<file path="src/sarc_pkg.sv">
// Constants and types of the standby and reset control block
package sarc_pkg;

  // Bus geometry
  localparam int ADR_W = 8;
  localparam int DAT_W = 32;
  localparam int IRQ_N = 8;

  // Register byte offsets
  localparam logic [7:0] OFS_CMD = 8'h00;
  localparam logic [7:0] OFS_CFG = 8'h04;
  localparam logic [7:0] OFS_IRQ_EN = 8'h08;
  localparam logic [7:0] OFS_STATUS = 8'h0c;
  localparam logic [7:0] OFS_CORE = 8'h10;
  localparam logic [7:0] OFS_TMODE = 8'h14;
  localparam logic [7:0] OFS_COUNTER = 8'h18;
  localparam logic [7:0] OFS_INTERVAL = 8'h1c;

  // Command register bits
  localparam int CMD_STOP = 0;
  localparam int CMD_HALT = 1;

  // Configuration register bits
  localparam int CFG_W = 5;
  localparam int CFG_CPU_SUB = 0;
  localparam int CFG_SER_EXT = 1;
  localparam int CFG_CNT_PIN = 2;
  localparam int CFG_WATCH_SUB = 3;
  localparam int CFG_DISP_SUB = 4;
  localparam logic [CFG_W-1:0] CFG_RST = 5'h00;

  // Interrupt source positions
  localparam int IRQ_EXT0 = 0;
  localparam int IRQ_EXT1 = 1;
  localparam int IRQ_EXT2 = 2;
  localparam int IRQ_EXT4 = 3;
  localparam int IRQ_INTERVAL = 4;
  localparam logic [IRQ_N-1:0] IRQ_EN_RST = 8'h00;

  // Program word layout for the reset vector
  localparam int PW_W = 8;
  localparam int PC_W = 14;
  localparam int PC_HI_W = 6;
  localparam int MBE_BIT = 7;

  // Core register fields
  localparam int CORE_PC = 0;
  localparam int CORE_MBE = 14;
  localparam int CORE_SK = 15;
  localparam int SK_W = 3;
  localparam int CORE_IST = 18;
  localparam int CORE_MBS = 19;
  localparam int MBS_W = 4;
  localparam int CORE_CY = 23;

  // Timer mode register fields
  localparam int TM_IVL = 0;
  localparam int IVL_MODE_W = 4;
  localparam int TM_WATCH = 8;
  localparam int WATCH_MODE_W = 8;

  // Event counter register fields
  localparam int CNT_W = 8;
  localparam int CN_MOD = 0;
  localparam int CN_MODE = 8;
  localparam int CN_OE = 16;
  localparam int CN_OUT = 17;
  localparam int CN_VAL = 24;
  localparam logic [CNT_W-1:0] MODULO_RST = 8'hff;

  // Interval register fields
  localparam int IV_FLAG = 8;

  // Data memory words lost even on a reset in standby
  localparam logic [11:0] RAM_HOLE_LO = 12'h0f8;
  localparam logic [11:0] RAM_HOLE_HI = 12'h0fd;

  // Standby sequencer states
  typedef enum logic [2:0] {
    ST_RUN = 3'b001,
    ST_STOP = 3'b010,
    ST_HALT = 3'b100
  } sarc_state_type;

endpackage

</file>
<file path="src/sarc_boot_if.sv">
// Interface carrying the reset vector between loader and control core
`timescale 1ns/1ps
`default_nettype none

interface sarc_boot_if;
  logic [sarc_pkg::PW_W-1:0] word0;
  logic [sarc_pkg::PW_W-1:0] word1;
  logic standby;
  logic [sarc_pkg::PC_W-1:0] pc_vec;
  logic mbe_vec;
  logic retain;

  modport loader (
    input word0,
    input word1,
    input standby,
    output pc_vec,
    output mbe_vec,
    output retain
  );

  modport core (
    output word0,
    output word1,
    output standby,
    input pc_vec,
    input mbe_vec,
    input retain
  );
endinterface

`default_nettype wire

</file>
<file path="src/sarc_vector_load.sv">
// Reset vector and bank enable decode from the first program words
`timescale 1ns/1ps
`default_nettype none

module sarc_vector_load (
  sarc_boot_if.loader boot
);
  import sarc_pkg::*;

  // High bits from word 0, low byte from word 1
  assign boot.pc_vec = {boot.word0[PC_HI_W-1:0], boot.word1};
  // Bank enable from the top bit of word 0
  assign boot.mbe_vec = boot.word0[MBE_BIT];
  // Context survives only a reset taken in standby
  assign boot.retain = boot.standby;
endmodule

`default_nettype wire

</file>
<file path="src/sarc_top.sv">
// Standby sequencing, reset loading and register access
//
// The Wishbone interface to the registers and the address map were decided locally.
`timescale 1ns/1ps
`default_nettype none

module sarc_top (
  input wire logic clk_i,
  input wire logic rst_i,
  input wire logic ce_i,
  input wire logic wb_cyc_i,
  input wire logic wb_stb_i,
  input wire logic wb_we_i,
  input wire logic [sarc_pkg::ADR_W-1:0] wb_adr_i,
  input wire logic [3:0] wb_sel_i,
  input wire logic [sarc_pkg::DAT_W-1:0] wb_dat_i,
  output logic wb_ack_o,
  output logic [sarc_pkg::DAT_W-1:0] wb_dat_o,
  input wire logic [sarc_pkg::IRQ_N-1:0] irq_req_i,
  input wire logic main_osc_ok_i,
  input wire logic [sarc_pkg::PW_W-1:0] prog_word0_i,
  input wire logic [sarc_pkg::PW_W-1:0] prog_word1_i,
  input wire logic interval_tick_i,
  input wire logic counter_tick_i,
  input wire logic counter_external_input_pin_i,
  output logic main_osc_stop_o,
  output logic cpu_clk_en_o,
  output logic interval_run_o,
  output logic serial_run_o,
  output logic counter_run_o,
  output logic watch_run_o,
  output logic display_run_o,
  output logic wake_o,
  output logic [sarc_pkg::PC_W-1:0] pc_o,
  output logic bank_enable_flag_o,
  output logic [sarc_pkg::SK_W-1:0] skip_flags_o,
  output logic interrupt_status_flag_o,
  output logic [sarc_pkg::MBS_W-1:0] bank_select_reg_o,
  output logic carry_flag_o,
  output logic ram_retain_o,
  output logic ram_hole_clear_o,
  output logic counter_out_o
);
  import sarc_pkg::*;

  sarc_state_type state_q = ST_RUN;
  sarc_state_type state_d;
  logic keep_acc_q = 1'b0;
  logic [CFG_W-1:0] cfg_q;
  logic [IRQ_N-1:0] irq_en_q;
  logic [IVL_MODE_W-1:0] interval_timer_mode_reg_q;
  logic [WATCH_MODE_W-1:0] watch_timer_mode_reg_q;
  logic [CNT_W-1:0] counter_modulo_reg_q;
  logic [CNT_W-1:0] counter_mode_reg_q;
  logic [CNT_W-1:0] event_count_value_q;
  logic counter_output_enable_q;
  logic pin_q;
  logic [CNT_W-1:0] interval_count_value_q;
  logic interval_timer_request_flag_q;
  logic [DAT_W-1:0] be_mask;
  logic [IRQ_N-1:0] ivl_vec;
  logic [IRQ_N-1:0] sb_mask;
  logic [DAT_W-1:0] rd_mux;

  sarc_boot_if boot ();

  // Reset vector decode
  sarc_vector_load u_load (
    .boot(boot.loader)
  );

  assign boot.word0 = prog_word0_i;
  assign boot.word1 = prog_word1_i;
  assign boot.standby = state_q != ST_RUN;

  // Byte lane masks from the select lines
  genvar gb;
  generate
    for (gb = 0; gb < 4; gb++) begin : g_be
      assign be_mask[gb*8 +: 8] = {8{wb_sel_i[gb]}};
    end
  endgenerate

  // Bus decode; a write commits at the edge where ack is high
  wire bus_req = wb_cyc_i & wb_stb_i;
  wire bus_wr = bus_req & wb_we_i & wb_ack_o;
  wire [DAT_W-1:0] wdat = wb_dat_i & be_mask;
  wire hit_cmd = wb_adr_i == OFS_CMD;
  wire hit_cfg = wb_adr_i == OFS_CFG;
  wire hit_ien = wb_adr_i == OFS_IRQ_EN;
  wire hit_sts = wb_adr_i == OFS_STATUS;
  wire hit_core = wb_adr_i == OFS_CORE;
  wire hit_tm = wb_adr_i == OFS_TMODE;
  wire hit_cn = wb_adr_i == OFS_COUNTER;
  wire hit_iv = wb_adr_i == OFS_INTERVAL;
  wire wr_core = bus_wr & hit_core;
  wire wr_tm = bus_wr & hit_tm;
  wire wr_cn = bus_wr & hit_cn;
  wire clr_ivl = bus_wr & hit_iv & wdat[IV_FLAG];

  // Standby commands, one per standby state
  wire cmd_stop = bus_wr & hit_cmd & wdat[CMD_STOP];
  wire cmd_halt = bus_wr & hit_cmd & wdat[CMD_HALT];

  // Wake sources; line zero is dead while in standby
  wire standby = state_q != ST_RUN;
  assign ivl_vec = {{(IRQ_N-1){1'b0}}, interval_timer_request_flag_q}
                   << IRQ_INTERVAL;
  assign sb_mask = ~({{(IRQ_N-1){1'b0}}, 1'b1} << IRQ_EXT0);
  wire [IRQ_N-1:0] live_src = (irq_req_i | ivl_vec) & irq_en_q
                              & (standby ? sb_mask : {IRQ_N{1'b1}});
  wire wake = standby & (|live_src);

  // Standby sequencer
  always_comb begin
    state_d = state_q;
    case (state_q)
      ST_RUN: begin
        if (cmd_stop && !cfg_q[CFG_CPU_SUB]) begin
          state_d = ST_STOP;
        end else if (cmd_halt) begin
          state_d = ST_HALT;
        end
      end
      ST_STOP: begin
        if (wake) begin
          state_d = ST_RUN;
        end
      end
      ST_HALT: begin
        if (wake) begin
          state_d = ST_RUN;
        end
      end
      default: begin
        state_d = ST_RUN;
      end
    endcase
  end

  // Peripheral run conditions per state
  wire in_stop = state_q == ST_STOP;
  wire main_ok = !in_stop && main_osc_ok_i;
  wire ivl_run_d = main_ok;
  wire ser_run_d = in_stop ? cfg_q[CFG_SER_EXT] : main_ok;
  wire cnt_run_d = in_stop ? cfg_q[CFG_CNT_PIN] : main_ok;
  wire wat_run_d = in_stop ? cfg_q[CFG_WATCH_SUB] : 1'b1;
  wire dsp_run_d = in_stop ? cfg_q[CFG_DISP_SUB] : 1'b1;

  // State register and wake pulse
  always_ff @(posedge clk_i) begin
    if (rst_i) begin
      state_q <= ST_RUN;
      wake_o <= 1'b0;
    end else if (ce_i) begin
      state_q <= state_d;
      wake_o <= wake;
    end
  end

  // Clock and peripheral enables
  always_ff @(posedge clk_i) begin
    if (rst_i) begin
      main_osc_stop_o <= 1'b0;
      cpu_clk_en_o <= 1'b1;
      {interval_run_o, serial_run_o, counter_run_o} <= 3'h0;
      {watch_run_o, display_run_o} <= 2'h0;
    end else if (ce_i) begin
      main_osc_stop_o <= in_stop;
      cpu_clk_en_o <= !standby;
      {interval_run_o, serial_run_o, counter_run_o} <=
        {ivl_run_d, ser_run_d, cnt_run_d};
      {watch_run_o, display_run_o} <= {wat_run_d, dsp_run_d};
    end
  end

  // Standby seen at any edge of the reset decides retention
  wire keep_w = keep_acc_q | boot.retain;
  always_ff @(posedge clk_i) begin
    if (rst_i) begin
      keep_acc_q <= keep_w;
      ram_retain_o <= keep_w;
      ram_hole_clear_o <= 1'b1;
    end else if (ce_i) begin
      keep_acc_q <= 1'b0;
      ram_hole_clear_o <= 1'b0;
    end
  end

  // Core flags: vector load, clears and software access
  always_ff @(posedge clk_i) begin
    if (rst_i) begin
      pc_o <= boot.pc_vec;
      bank_enable_flag_o <= boot.mbe_vec;
      skip_flags_o <= '0;
      interrupt_status_flag_o <= 1'b0;
      bank_select_reg_o <= '0;
      carry_flag_o <= keep_w & carry_flag_o;
    end else if (ce_i && wr_core) begin
      skip_flags_o <= (skip_flags_o & ~be_mask[CORE_SK +: SK_W])
                      | wdat[CORE_SK +: SK_W];
      interrupt_status_flag_o <= be_mask[CORE_IST] ? wdat[CORE_IST]
                                 : interrupt_status_flag_o;
      bank_select_reg_o <= (bank_select_reg_o & ~be_mask[CORE_MBS +: MBS_W])
                           | wdat[CORE_MBS +: MBS_W];
      carry_flag_o <= be_mask[CORE_CY] ? wdat[CORE_CY] : carry_flag_o;
    end
  end

  // Configuration and interrupt enables
  always_ff @(posedge clk_i) begin
    if (rst_i) begin
      cfg_q <= CFG_RST;
      irq_en_q <= IRQ_EN_RST;
    end else if (ce_i && bus_wr) begin
      if (hit_cfg) begin
        cfg_q <= (cfg_q & ~be_mask[CFG_W-1:0]) | wdat[CFG_W-1:0];
      end
      if (hit_ien) begin
        irq_en_q <= (irq_en_q & ~be_mask[IRQ_N-1:0]) | wdat[IRQ_N-1:0];
      end
    end
  end

  // Timer mode registers
  always_ff @(posedge clk_i) begin
    if (rst_i) begin
      interval_timer_mode_reg_q <= '0;
      watch_timer_mode_reg_q <= '0;
    end else if (ce_i && wr_tm) begin
      interval_timer_mode_reg_q <=
        (interval_timer_mode_reg_q & ~be_mask[TM_IVL +: IVL_MODE_W])
        | wdat[TM_IVL +: IVL_MODE_W];
      watch_timer_mode_reg_q <=
        (watch_timer_mode_reg_q & ~be_mask[TM_WATCH +: WATCH_MODE_W])
        | wdat[TM_WATCH +: WATCH_MODE_W];
    end
  end

  // Interval counter; the flag set wins over a clear
  wire ivl_step = interval_run_o & interval_tick_i;
  wire ivl_wrap = ivl_step & (&interval_count_value_q);
  always_ff @(posedge clk_i) begin
    if (rst_i) begin
      interval_count_value_q <= '0;
      interval_timer_request_flag_q <= 1'b0;
    end else if (ce_i) begin
      if (ivl_step) begin
        interval_count_value_q <= interval_count_value_q + 1'b1;
      end
      if (ivl_wrap) begin
        interval_timer_request_flag_q <= 1'b1;
      end else if (clr_ivl) begin
        interval_timer_request_flag_q <= 1'b0;
      end
    end
  end

  // Event counter source: external pin rising edge or internal tick
  wire pin_rise = counter_external_input_pin_i & !pin_q;
  wire cnt_src = cfg_q[CFG_CNT_PIN] ? pin_rise : counter_tick_i;
  wire cnt_step = counter_run_o & cnt_src;
  wire cnt_match = event_count_value_q == counter_modulo_reg_q;

  // Event counter with modulo match and square wave output
  always_ff @(posedge clk_i) begin
    if (rst_i) begin
      event_count_value_q <= '0;
      counter_out_o <= 1'b0;
      pin_q <= 1'b0;
    end else if (ce_i) begin
      pin_q <= counter_external_input_pin_i;
      if (cnt_step && cnt_match) begin
        event_count_value_q <= '0;
        counter_out_o <= counter_out_o ^ counter_output_enable_q;
      end else if (cnt_step) begin
        event_count_value_q <= event_count_value_q + 1'b1;
      end
    end
  end

  // Counter control register
  always_ff @(posedge clk_i) begin
    if (rst_i) begin
      counter_modulo_reg_q <= MODULO_RST;
      counter_mode_reg_q <= '0;
      counter_output_enable_q <= 1'b0;
    end else if (ce_i && wr_cn) begin
      counter_modulo_reg_q <= (counter_modulo_reg_q
        & ~be_mask[CN_MOD +: CNT_W]) | wdat[CN_MOD +: CNT_W];
      counter_mode_reg_q <= (counter_mode_reg_q
        & ~be_mask[CN_MODE +: CNT_W]) | wdat[CN_MODE +: CNT_W];
      counter_output_enable_q <= be_mask[CN_OE] ? wdat[CN_OE]
                                 : counter_output_enable_q;
    end
  end

  // Read words
  wire [DAT_W-1:0] rd_cmd = {29'h0, state_q};
  wire [DAT_W-1:0] rd_cfg = {27'h0, cfg_q};
  wire [DAT_W-1:0] rd_ien = {24'h0, irq_en_q};
  wire [DAT_W-1:0] rd_sts = {16'h0, live_src, ram_retain_o, main_osc_stop_o,
    cpu_clk_en_o, interval_run_o, serial_run_o, counter_run_o,
    watch_run_o, display_run_o};
  wire [DAT_W-1:0] rd_core = {8'h0, carry_flag_o, bank_select_reg_o,
    interrupt_status_flag_o, skip_flags_o, bank_enable_flag_o, pc_o};
  wire [DAT_W-1:0] rd_tm = {16'h0, watch_timer_mode_reg_q, 4'h0,
    interval_timer_mode_reg_q};
  wire [DAT_W-1:0] rd_cn = {event_count_value_q, 6'h0, counter_out_o,
    counter_output_enable_q, counter_mode_reg_q, counter_modulo_reg_q};
  wire [DAT_W-1:0] rd_iv = {23'h0, interval_timer_request_flag_q,
    interval_count_value_q};

  // Read select; unmapped addresses read zero
  assign rd_mux = hit_cmd ? rd_cmd : hit_cfg ? rd_cfg : hit_ien ? rd_ien
    : hit_sts ? rd_sts : hit_core ? rd_core : hit_tm ? rd_tm
    : hit_cn ? rd_cn : hit_iv ? rd_iv : '0;

  // Bus slave: ack one cycle after the request, for one cycle
  always_ff @(posedge clk_i) begin
    if (rst_i) begin
      wb_ack_o <= 1'b0;
      wb_dat_o <= '0;
    end else if (ce_i) begin
      wb_ack_o <= bus_req & !wb_ack_o;
      if (bus_req && !wb_ack_o) begin
        wb_dat_o <= rd_mux;
      end
    end
  end
endmodule

`default_nettype wire

</file>
<file path="config.mk">
export PLATFORM = sky130hd
export DESIGN_NAME = sarc_top
export DESIGN_NICKNAME = d
export VERILOG_FILES = /design/src/sarc_pkg.sv /design/src/sarc_boot_if.sv /design/src/sarc_vector_load.sv /design/src/sarc_top.sv
export SDC_FILE = /design/constraint.sdc
export NUM_CORES = 1
export LEC_CHECK = 0
export BUFFER_PORTS_ARGS = -buffer_cell sky130_fd_sc_hd__buf_2
export CELL_PAD_IN_SITES_DETAIL_PLACEMENT = 1
export CELL_PAD_IN_SITES_GLOBAL_PLACEMENT = 1
export CORE_ASPECT_RATIO = 0.9
export CORE_MARGIN = 2
export CORE_UTILIZATION = 30
export DETAILED_ROUTE_END_ITERATION = 16
export GPL_ROUTABILITY_DRIVEN = 0
export PLACE_DENSITY = 0.65
export SETUP_SLACK_MARGIN = 0.2
export SLEW_MARGIN = 0
export SYNTH_ARGS = -nofsm -noshare
export SYNTH_HDL_FRONTEND = slang
export SYNTH_SLANG_ARGS = --single-unit
</file>
<file path="constraint.sdc">
create_clock -name clk_i -period 4.74 [get_ports clk_i]
set_input_delay 0.237 -clock clk_i [delete_from_list [all_inputs] [get_ports clk_i]]
set_output_delay 0.237 -clock clk_i [all_outputs]
set_load 0.05 [all_outputs]
</file>
==> results of run 1 <==
-- path summary, 6_finish.rpt --
kind                         start          endpoint
hold reg to reg   ram_hole_clear_o  ram_hole_clear_o
setup / recovery       wb_adr_i[3]              flop
hold / removal        wb_dat_i[21]              flop
setup reg to reg          wb_ack_o              flop
-- layout by cell type (no fill, tap or decap), types with 3 or more instances in the layout --
cell type,count
buf_2,134
dfxtp_1,114
nor2_1,100
mux2i_1,51
a21oi_1,38
nand2_1,36
a22oi_1,24
o21ai_0,21
clkbuf_16,21
edfxtp_1,18
dlygate4sd3_1,15
xor2_1,14
nor3_1,14
nand3_1,12
nor2b_1,11
a22o_1,10
inv_1,9
nand4_1,9
mux4_2,8
and3_1,6
or3_1,6
xnor2_1,6
mux2_2,6
a21o_1,6
buf_4,6
nor4_1,5
o2bb2ai_1,5
nor3_2,3
o31ai_1,3
a211oi_1,3
nand2b_1,3
a32oi_1,3
clkinv_4,3
-- critical path, cell delays in order --
cell     delay [ns]
buf_2          0.59
nor2b_1        0.41
nand4_1        0.38
nor2_4         0.48
mux2i_1        0.26
nor2_1         0.07
-- cell type report --
| type | count | area share [%] |
|---|---|---|
| clock buffer | 23 | 7.15 |
| clock inverter | 9 | 1.47 |
| inverter | 10 | 0.494 |
| multi-input combinational | 434 | 38.2 |
| sequential | 132 | 37.2 |
| tap | 250 | 4.12 |
| timing repair buffer | 155 | 11.4 |
-- report_power, final --
| part | switching [uW] | internal (uW) |
|---|---|---|
| Combinational | 170 | 75.2 |
| Clock | 512 | 915 |
| Sequential | 17.5 | 1150 |
-- metal layers --
metal  global-route usage [%]  vias up
met5                        0        -
met4                     5.97        2
met3                     4.94       26
met2                     33.6      106
met1                     24.8     2625
li1                         -     2486
-- cell families (layout without fill, tap and decap cells) --
group	after synthesis	after routing	synth area share, %
muxes	65	65	12.8
xor gates and xnor gates	20	20	2.96
DFF	132	132	47.7
buffers and inverters	45	197	3.36
and+or+nand+nor	224	224	19.1
adders and majority gates	2	2	0.423
AOI/OAI and AO/OA	123	123	13.7
-- through the flow --
step	setup WS, ns	area [um2]	power, uW	hold slack [ns]
final	2.59	7590	2840	0.0460
after global routing	2.44	7590	2940	0.0629
after CTS	2.59	7590	2870	0.0341
after detailed placement	2.18	6790	1430	0.415
after global placement	2.22	6790	1420	0.414
after floorplan	2.77	5920	1330	0.336
==> qor.log, run 1 <==
qor: status.run_status finished clean
qor: route.viasPerCell 5.18
qor: layout.area_taken_by_multi_input_logic_gates 2900 um2
qor: logic_synthesis.syn-instance-count 611
qor: layout.final_net_count 830
qor: logic_synthesis.synthArstFlopShare 0%
qor: sta.maximum_clock_frequency 0.466 GHz
qor: logic_synthesis.synthFlopType dfxtp_1
qor: route.antenna_violating_nets_remaining 0
qor: route.finalWirelength 20200 um
qor: setup_path.critical_path_data_arrival_time 2.45 ns
qor: setup_path.crit_required 5.04 ns
qor: setup_path.register_to_register_path_setup_slack 2.64 ns
qor: layout.fraction_of_final_layout_cells_sized_beyond_drive_strength_1 26.7%
qor: sta.slew_headroom 40.9%
qor: logic_synthesis.post_synthesis_sequential_area_ratio 47.7%
qor: route.drc_errors 0
qor: grt.first_global_vias 5629
qor: route.firstDrtPassIters 5
qor: floorplan.die_width 152 um
qor: clock_tree.cts.repair.resized 0
qor: setup_path.worstRegToRegCells 5
qor: sta.setup_viol 0
qor: logic_synthesis.synthDominantAreaCellType dfxtp_1
qor: grt.global_route_wire_length_before_repair 31500 um
qor: grt.antenna_violations_before_repair 1
qor: logic_synthesis.synth_commonest_cells dfxtp_1, nor2_1, mux2i_1, a21oi_1, nand2_1
qor: clock_tree.cts_made_buffers 17
qor: setup_path.timing.setup.critical_path_class primary input to flop
qor: logic_synthesis.synth_area_per_inst 9.68 um2
qor: route.met1Wirelength 9110 um
qor: sta.grt_setup_unrepaired no
qor: clock_tree.clk_pin_slew 0.06 ns
qor: sta.min_period_over_period 45.3%
qor: power.p_leak 0.00313 uW
qor: floorplan.die-area 20900 um2
qor: clock_tree.post-cts-setup-buffer-count 0
qor: layout.nFillCells 2190
qor: grt.grt-ovfl-total 0
qor: setup_path.critical_path_peak_fanout 32
qor: hold_path.min_path_type primary input to flop
qor: clock_tree.clock_tree.buffer_depth 2
qor: setup_path.crit_path_start_kind primary input
qor: grt.grt_max_degree 63
qor: hold_path.holdPathStages 3
qor: setup_path.endpoint_kind flop
qor: clock_tree.cts.hold.buffers_added 15
qor: grt.grt_use_total 19.7%
qor: power.power-per-cell-area 375 nW/um2
qor: floorplan.pin_count 146
qor: sta.timing.setup.tns 0 ns
qor: layout.post-route-util 39.4%
qor: clock_tree.cts_root_buf clkbuf_16
qor: layout.synthToLayoutAreaGrowth 28.4%
qor: layout.final_cell_count_no_fill 1013
qor: route.routedWlPerCell 20.0 um
qor: layout.diodes 0
qor: place.post-place-cells 966
qor: route.detailroute.via_count 5245
qor: sta.number_of_max_slew_violations_in_the_final_report 0
qor: logic_synthesis.yosys-top-cells-area dfxtp_1, edfxtp_1, mux2i_1
qor: sta.report.final.hold_viol_count 0
qor: sta.worstMarginPinSlew 0.885 ns
qor: route.routed-wl-met2 9920 um
qor: logic_synthesis.synth_largest_type_area_fraction 38.6%
qor: logic_synthesis.synth_enable_flop_cells 18
qor: sta.fin_crit 2.15 ns
qor: floorplan.initial_utilization 30.7%
qor: floorplan.die_height 137 um
qor: place.place.detailed.hpwl 15000 um
qor: logic_synthesis.synthesis.nets 691
qor: floorplan.cell_rows 48
qor: route.top_layer_used met5
qor: sta.final_skew 0.00672 ns
qor: logic_synthesis.ys.warnings.count 0
qor: route.wl_met3 870 um
qor: clock_tree.worstSkewPairLatency 0.43 ns
qor: logic_synthesis.synth_cell_types 60
qor: clock_tree.tritoncts built
qor: logic_synthesis.synth.cell_area 5920 um2
qor: run.cap_violations 0
qor: floorplan.fp.coreArea 19300 um2
qor: clock_tree.cts_sinks 132
qor: clock_tree.htreeDepth 4
qor: layout.area.sequential 2820 um2
qor: power.worst_ir_drop_vdd 0.271 mV
qor: logic_synthesis.ys_seq_elements 132
qor: place.io_buffer_count 135
qor: logic_synthesis.most_numerous_cell_in_the_yosys_netlist dfxtp_1
qor: route.first_iter_violations 258
Power figures use the tool's default switching activity.
==> inputs of run 2 (changes only) <==
==> constraint.sdc (replaced) <==
create_clock -name clk_i -period 2.15 [get_ports clk_i]
set_input_delay 0.1075 -clock clk_i [delete_from_list [all_inputs] [get_ports clk_i]]
set_output_delay 0.1075 -clock clk_i [all_outputs]
set_load 0.05 [all_outputs]
==> run 2 against run 1 <==
  * First-iteration DRC count is 3.1% higher
  * Final area is 3.6% higher
  * Hold slack worse by 0.029 ns
  * Non-clock buffer count is 41 higher
  * Clock power is 89% higher
  * Global-route usage is 0.52 points higher
  * Via count is 4.6% higher
  * Cell count is 4.0% higher
  * Routed wire length is 2.8% higher
  * Setup slack worse by 2.4 ns
  * Highest routed layer is now met4
==> qor.log, run 2 (synthesis gave the netlist of run 1 again) <==
qor: status.run_status finished clean [unchanged]
qor: sta.slew_headroom 55.0% [was 40.9%]
qor: route.firstDrtPassIters 5 [unchanged]
qor: setup_path.critical_path_data_arrival_time 2.29 ns [was 2.45 ns]
qor: power.sw_frac_of_total 26.6% [was 24.6%]
qor: layout.diodes 0 [unchanged]
qor: setup_path.crit_path_start_kind flop [was primary input]
qor: grt.global_route_wire_length_before_repair 32500 um [was 31500 um]
qor: power.power 5890 uW [was 2840 uW]
qor: power.net-switching-power 1570 uW [was 700 uW]
qor: grt.grtUsageMet2 33.9% [was 33.6%]
qor: route.routedWlPerCell 19.7 um [was 20.0 um]
qor: floorplan.die_width 152 um [unchanged]
qor: sta.final_skew 0.00901 ns [was 0.00672 ns]
qor: route.drc_errors 0 [unchanged]
qor: setup_path.critical_path_peak_fanout 3 [was 32]
qor: clock_tree.cts_sinks 132 [unchanged]
qor: power.power-per-cell-area 748 nW/um2 [was 375 nW/um2]
qor: floorplan.initial_utilization 30.7% [unchanged]
qor: sta.worstMarginPinSlew 0.672 ns [was 0.885 ns]
qor: floorplan.cell_rows 48 [unchanged]
qor: clock_tree.clk_pin_slew 0.06 ns [about the same]
qor: run.cap_violations 0 [unchanged]
qor: grt.global_route.peak_usage_layer met2 [unchanged]
qor: grt.antenna_violations_before_repair 0 [was 1]
qor: clock_tree.worstSkewPairLatency 0.43 ns [about the same]
qor: hold_path.min_path_type primary input to flop [unchanged]
qor: grt.grt-ovfl-total 0 [unchanged]
qor: grt.grt_use_total 20.2% [was 19.7%]
qor: setup_path.endpoint_kind flop [unchanged]
qor: floorplan.fp.coreArea 19300 um2 [unchanged]
qor: power.p_leak 0.00325 uW [was 0.00313 uW]
qor: setup_path.timing.setup.critical_path_class flop to flop [was primary input to flop]
qor: power.p_comb_share 10.2% [was 8.6%]
qor: clock_tree.cts_made_buffers 17 [unchanged]
qor: sta.grt_setup_unrepaired no [unchanged]
qor: clock_tree.cts_root_buf clkbuf_16 [unchanged]
qor: grt.grt_max_degree 72 [was 63]
qor: clock_tree.tritoncts built [unchanged]
qor: layout.final_net_count 871 [was 830]
qor: sta.report.final.hold_viol_count 0 [unchanged]
qor: sta.fin_crit 1.92 ns
qor: route.first_iter_violations 266 [was 258]
qor: layout.nFillCells 2172 [was 2190]
qor: layout.fraction_of_final_layout_cells_sized_beyond_drive_strength_1 28.1% [was 26.7%]
qor: setup_path.crit_required 2.52 ns [was 5.04 ns]
qor: power.clk_network_pwr_share 46.0% [was 50.2%]
qor: power.internal_power 4320 uW [was 2140 uW]
qor: sta.maximum_clock_frequency 0.521 GHz
qor: layout.layout.cells.most_common buf_2 [unchanged]
qor: grt.met3_resource_use_gr 4.81% [was 4.94%]
qor: place.io_buffer_count 135 [unchanged]
qor: route.detailroute.via_count 5488 [was 5245]
qor: route.viasPerCell 5.21 [was 5.18]
qor: power.worst_ir_drop_vdd 0.578 mV [was 0.271 mV]
qor: layout.synthToLayoutAreaGrowth 33.0% [was 28.4%]
qor: layout.mostFrequentLayoutCells buf_2, dfxtp_1, nor2_1 [unchanged]
qor: power.seq_power_share 43.9% [was 41.2%]
qor: clock_tree.clock_tree.buffer_depth 2 [unchanged]
qor: layout.post-route-util 40.8% [was 39.4%]
qor: route.antenna_violating_nets_remaining 0 [unchanged]
qor: place.place.detailed.hpwl 15400 um [was 15000 um]
qor: route.finalWirelength 20800 um [was 20200 um]
qor: floorplan.die-area 20900 um2 [unchanged]
qor: floorplan.die_height 137 um [unchanged]
qor: grt.met1_grt_util 25.7% [was 24.8%]
qor: sta.number_of_max_slew_violations_in_the_final_report 0 [unchanged]
qor: floorplan.pin_count 146 [unchanged]
qor: sta.setup_viol 0 [unchanged]
qor: sta.min_period_over_period 89.2%
qor: clock_tree.htreeDepth 4 [unchanged]
qor: grt.first_global_vias 5852 [was 5629]
qor: sta.timing.setup.tns 0 ns [unchanged]
[run 2: cell types whose count changed in the layout (fill, tap and decap cells not counted), sizes merged]
cell | previous run | this run
dlygate4sd3 | 15 | 33
clkinvlp | 2 | 7
buf | 140 | 163
clkinv | 5 | 7
clkbuf | 23 | 17
bufinv | 2 | 1
[run 2: area by class of cell]
type | instances | area (um2) | area share, %
tap | 250 | 313 | 3.97
timing repair buffer | 196 | 1240 | 15.8
multi-input combinational | 434 | 2910 | 37.0
clock buffer | 17 | 425 | 5.41
clock inverter | 15 | 118 | 1.49
sequential | 132 | 2820 | 35.9
inverter | 10 | 37.5 | 0.477
[run 2: worst paths after layout]
kind	start	end	slack, ns	depth (start not counted)
setup / recovery	interval_timer_request_flag_q	state_q[1]	0.23	5
hold / removal	wb_dat_i[2]	flop	0.02	3
setup reg to reg	interval_timer_request_flag_q	state_q[1]	0.23	5
hold reg to reg	wb_dat_o[3]	wb_dat_o[3]	0.46	2
[run 2: through the flow]
step | std cells | setup slack [ns] | area (um2) | hold WS [ns]
finish | 1054 | 0.231 | 7870 | 0.0173
floorplan | 611 | 0.359 | 5920 | 0.206
global route | 1054 | 0.229 | 7870 | 0.0200
global placement | 989 | 0.361 | 6990 | 0.284
detailed placement | 989 | 0.245 | 6990 | 0.286
CTS | 1054 | 0.266 | 7860 | 0.00488
[run 2: critical path, cell delays in order (launching register included)]
cell     delay, ns
dfxtp_1       0.34
o21ai_0       0.48
nand4_1       0.28
or3_1         0.41
o21ai_0       0.20
a22o_1        0.15
[run 2: what timing repair did]
item                                    CTS  global route
hold endpoints to repair                 45             0
buffers inserted                          0             0
endpoints found under the setup margin    0             8
resized for setup                         0             1
hold buffers                             33             0
[run 2: routing by layer]
metal  wire length [um]  share of wire (%)
met1               9400                 45
met5                  0                  0
met2               9920                 48
met4                368                1.8
met3               1090                5.3
[run 2: power groups by stage]
stage                     combinational (uW)  sequential [uW]  clock [uW]
final                                    599             2580        2700
after global routing                     636             2580        2850
after CTS                                595             2580        2740
after detailed placement                 546             2630           0
after global placement                   537             2630           0
after floorplan                          191             2750           0
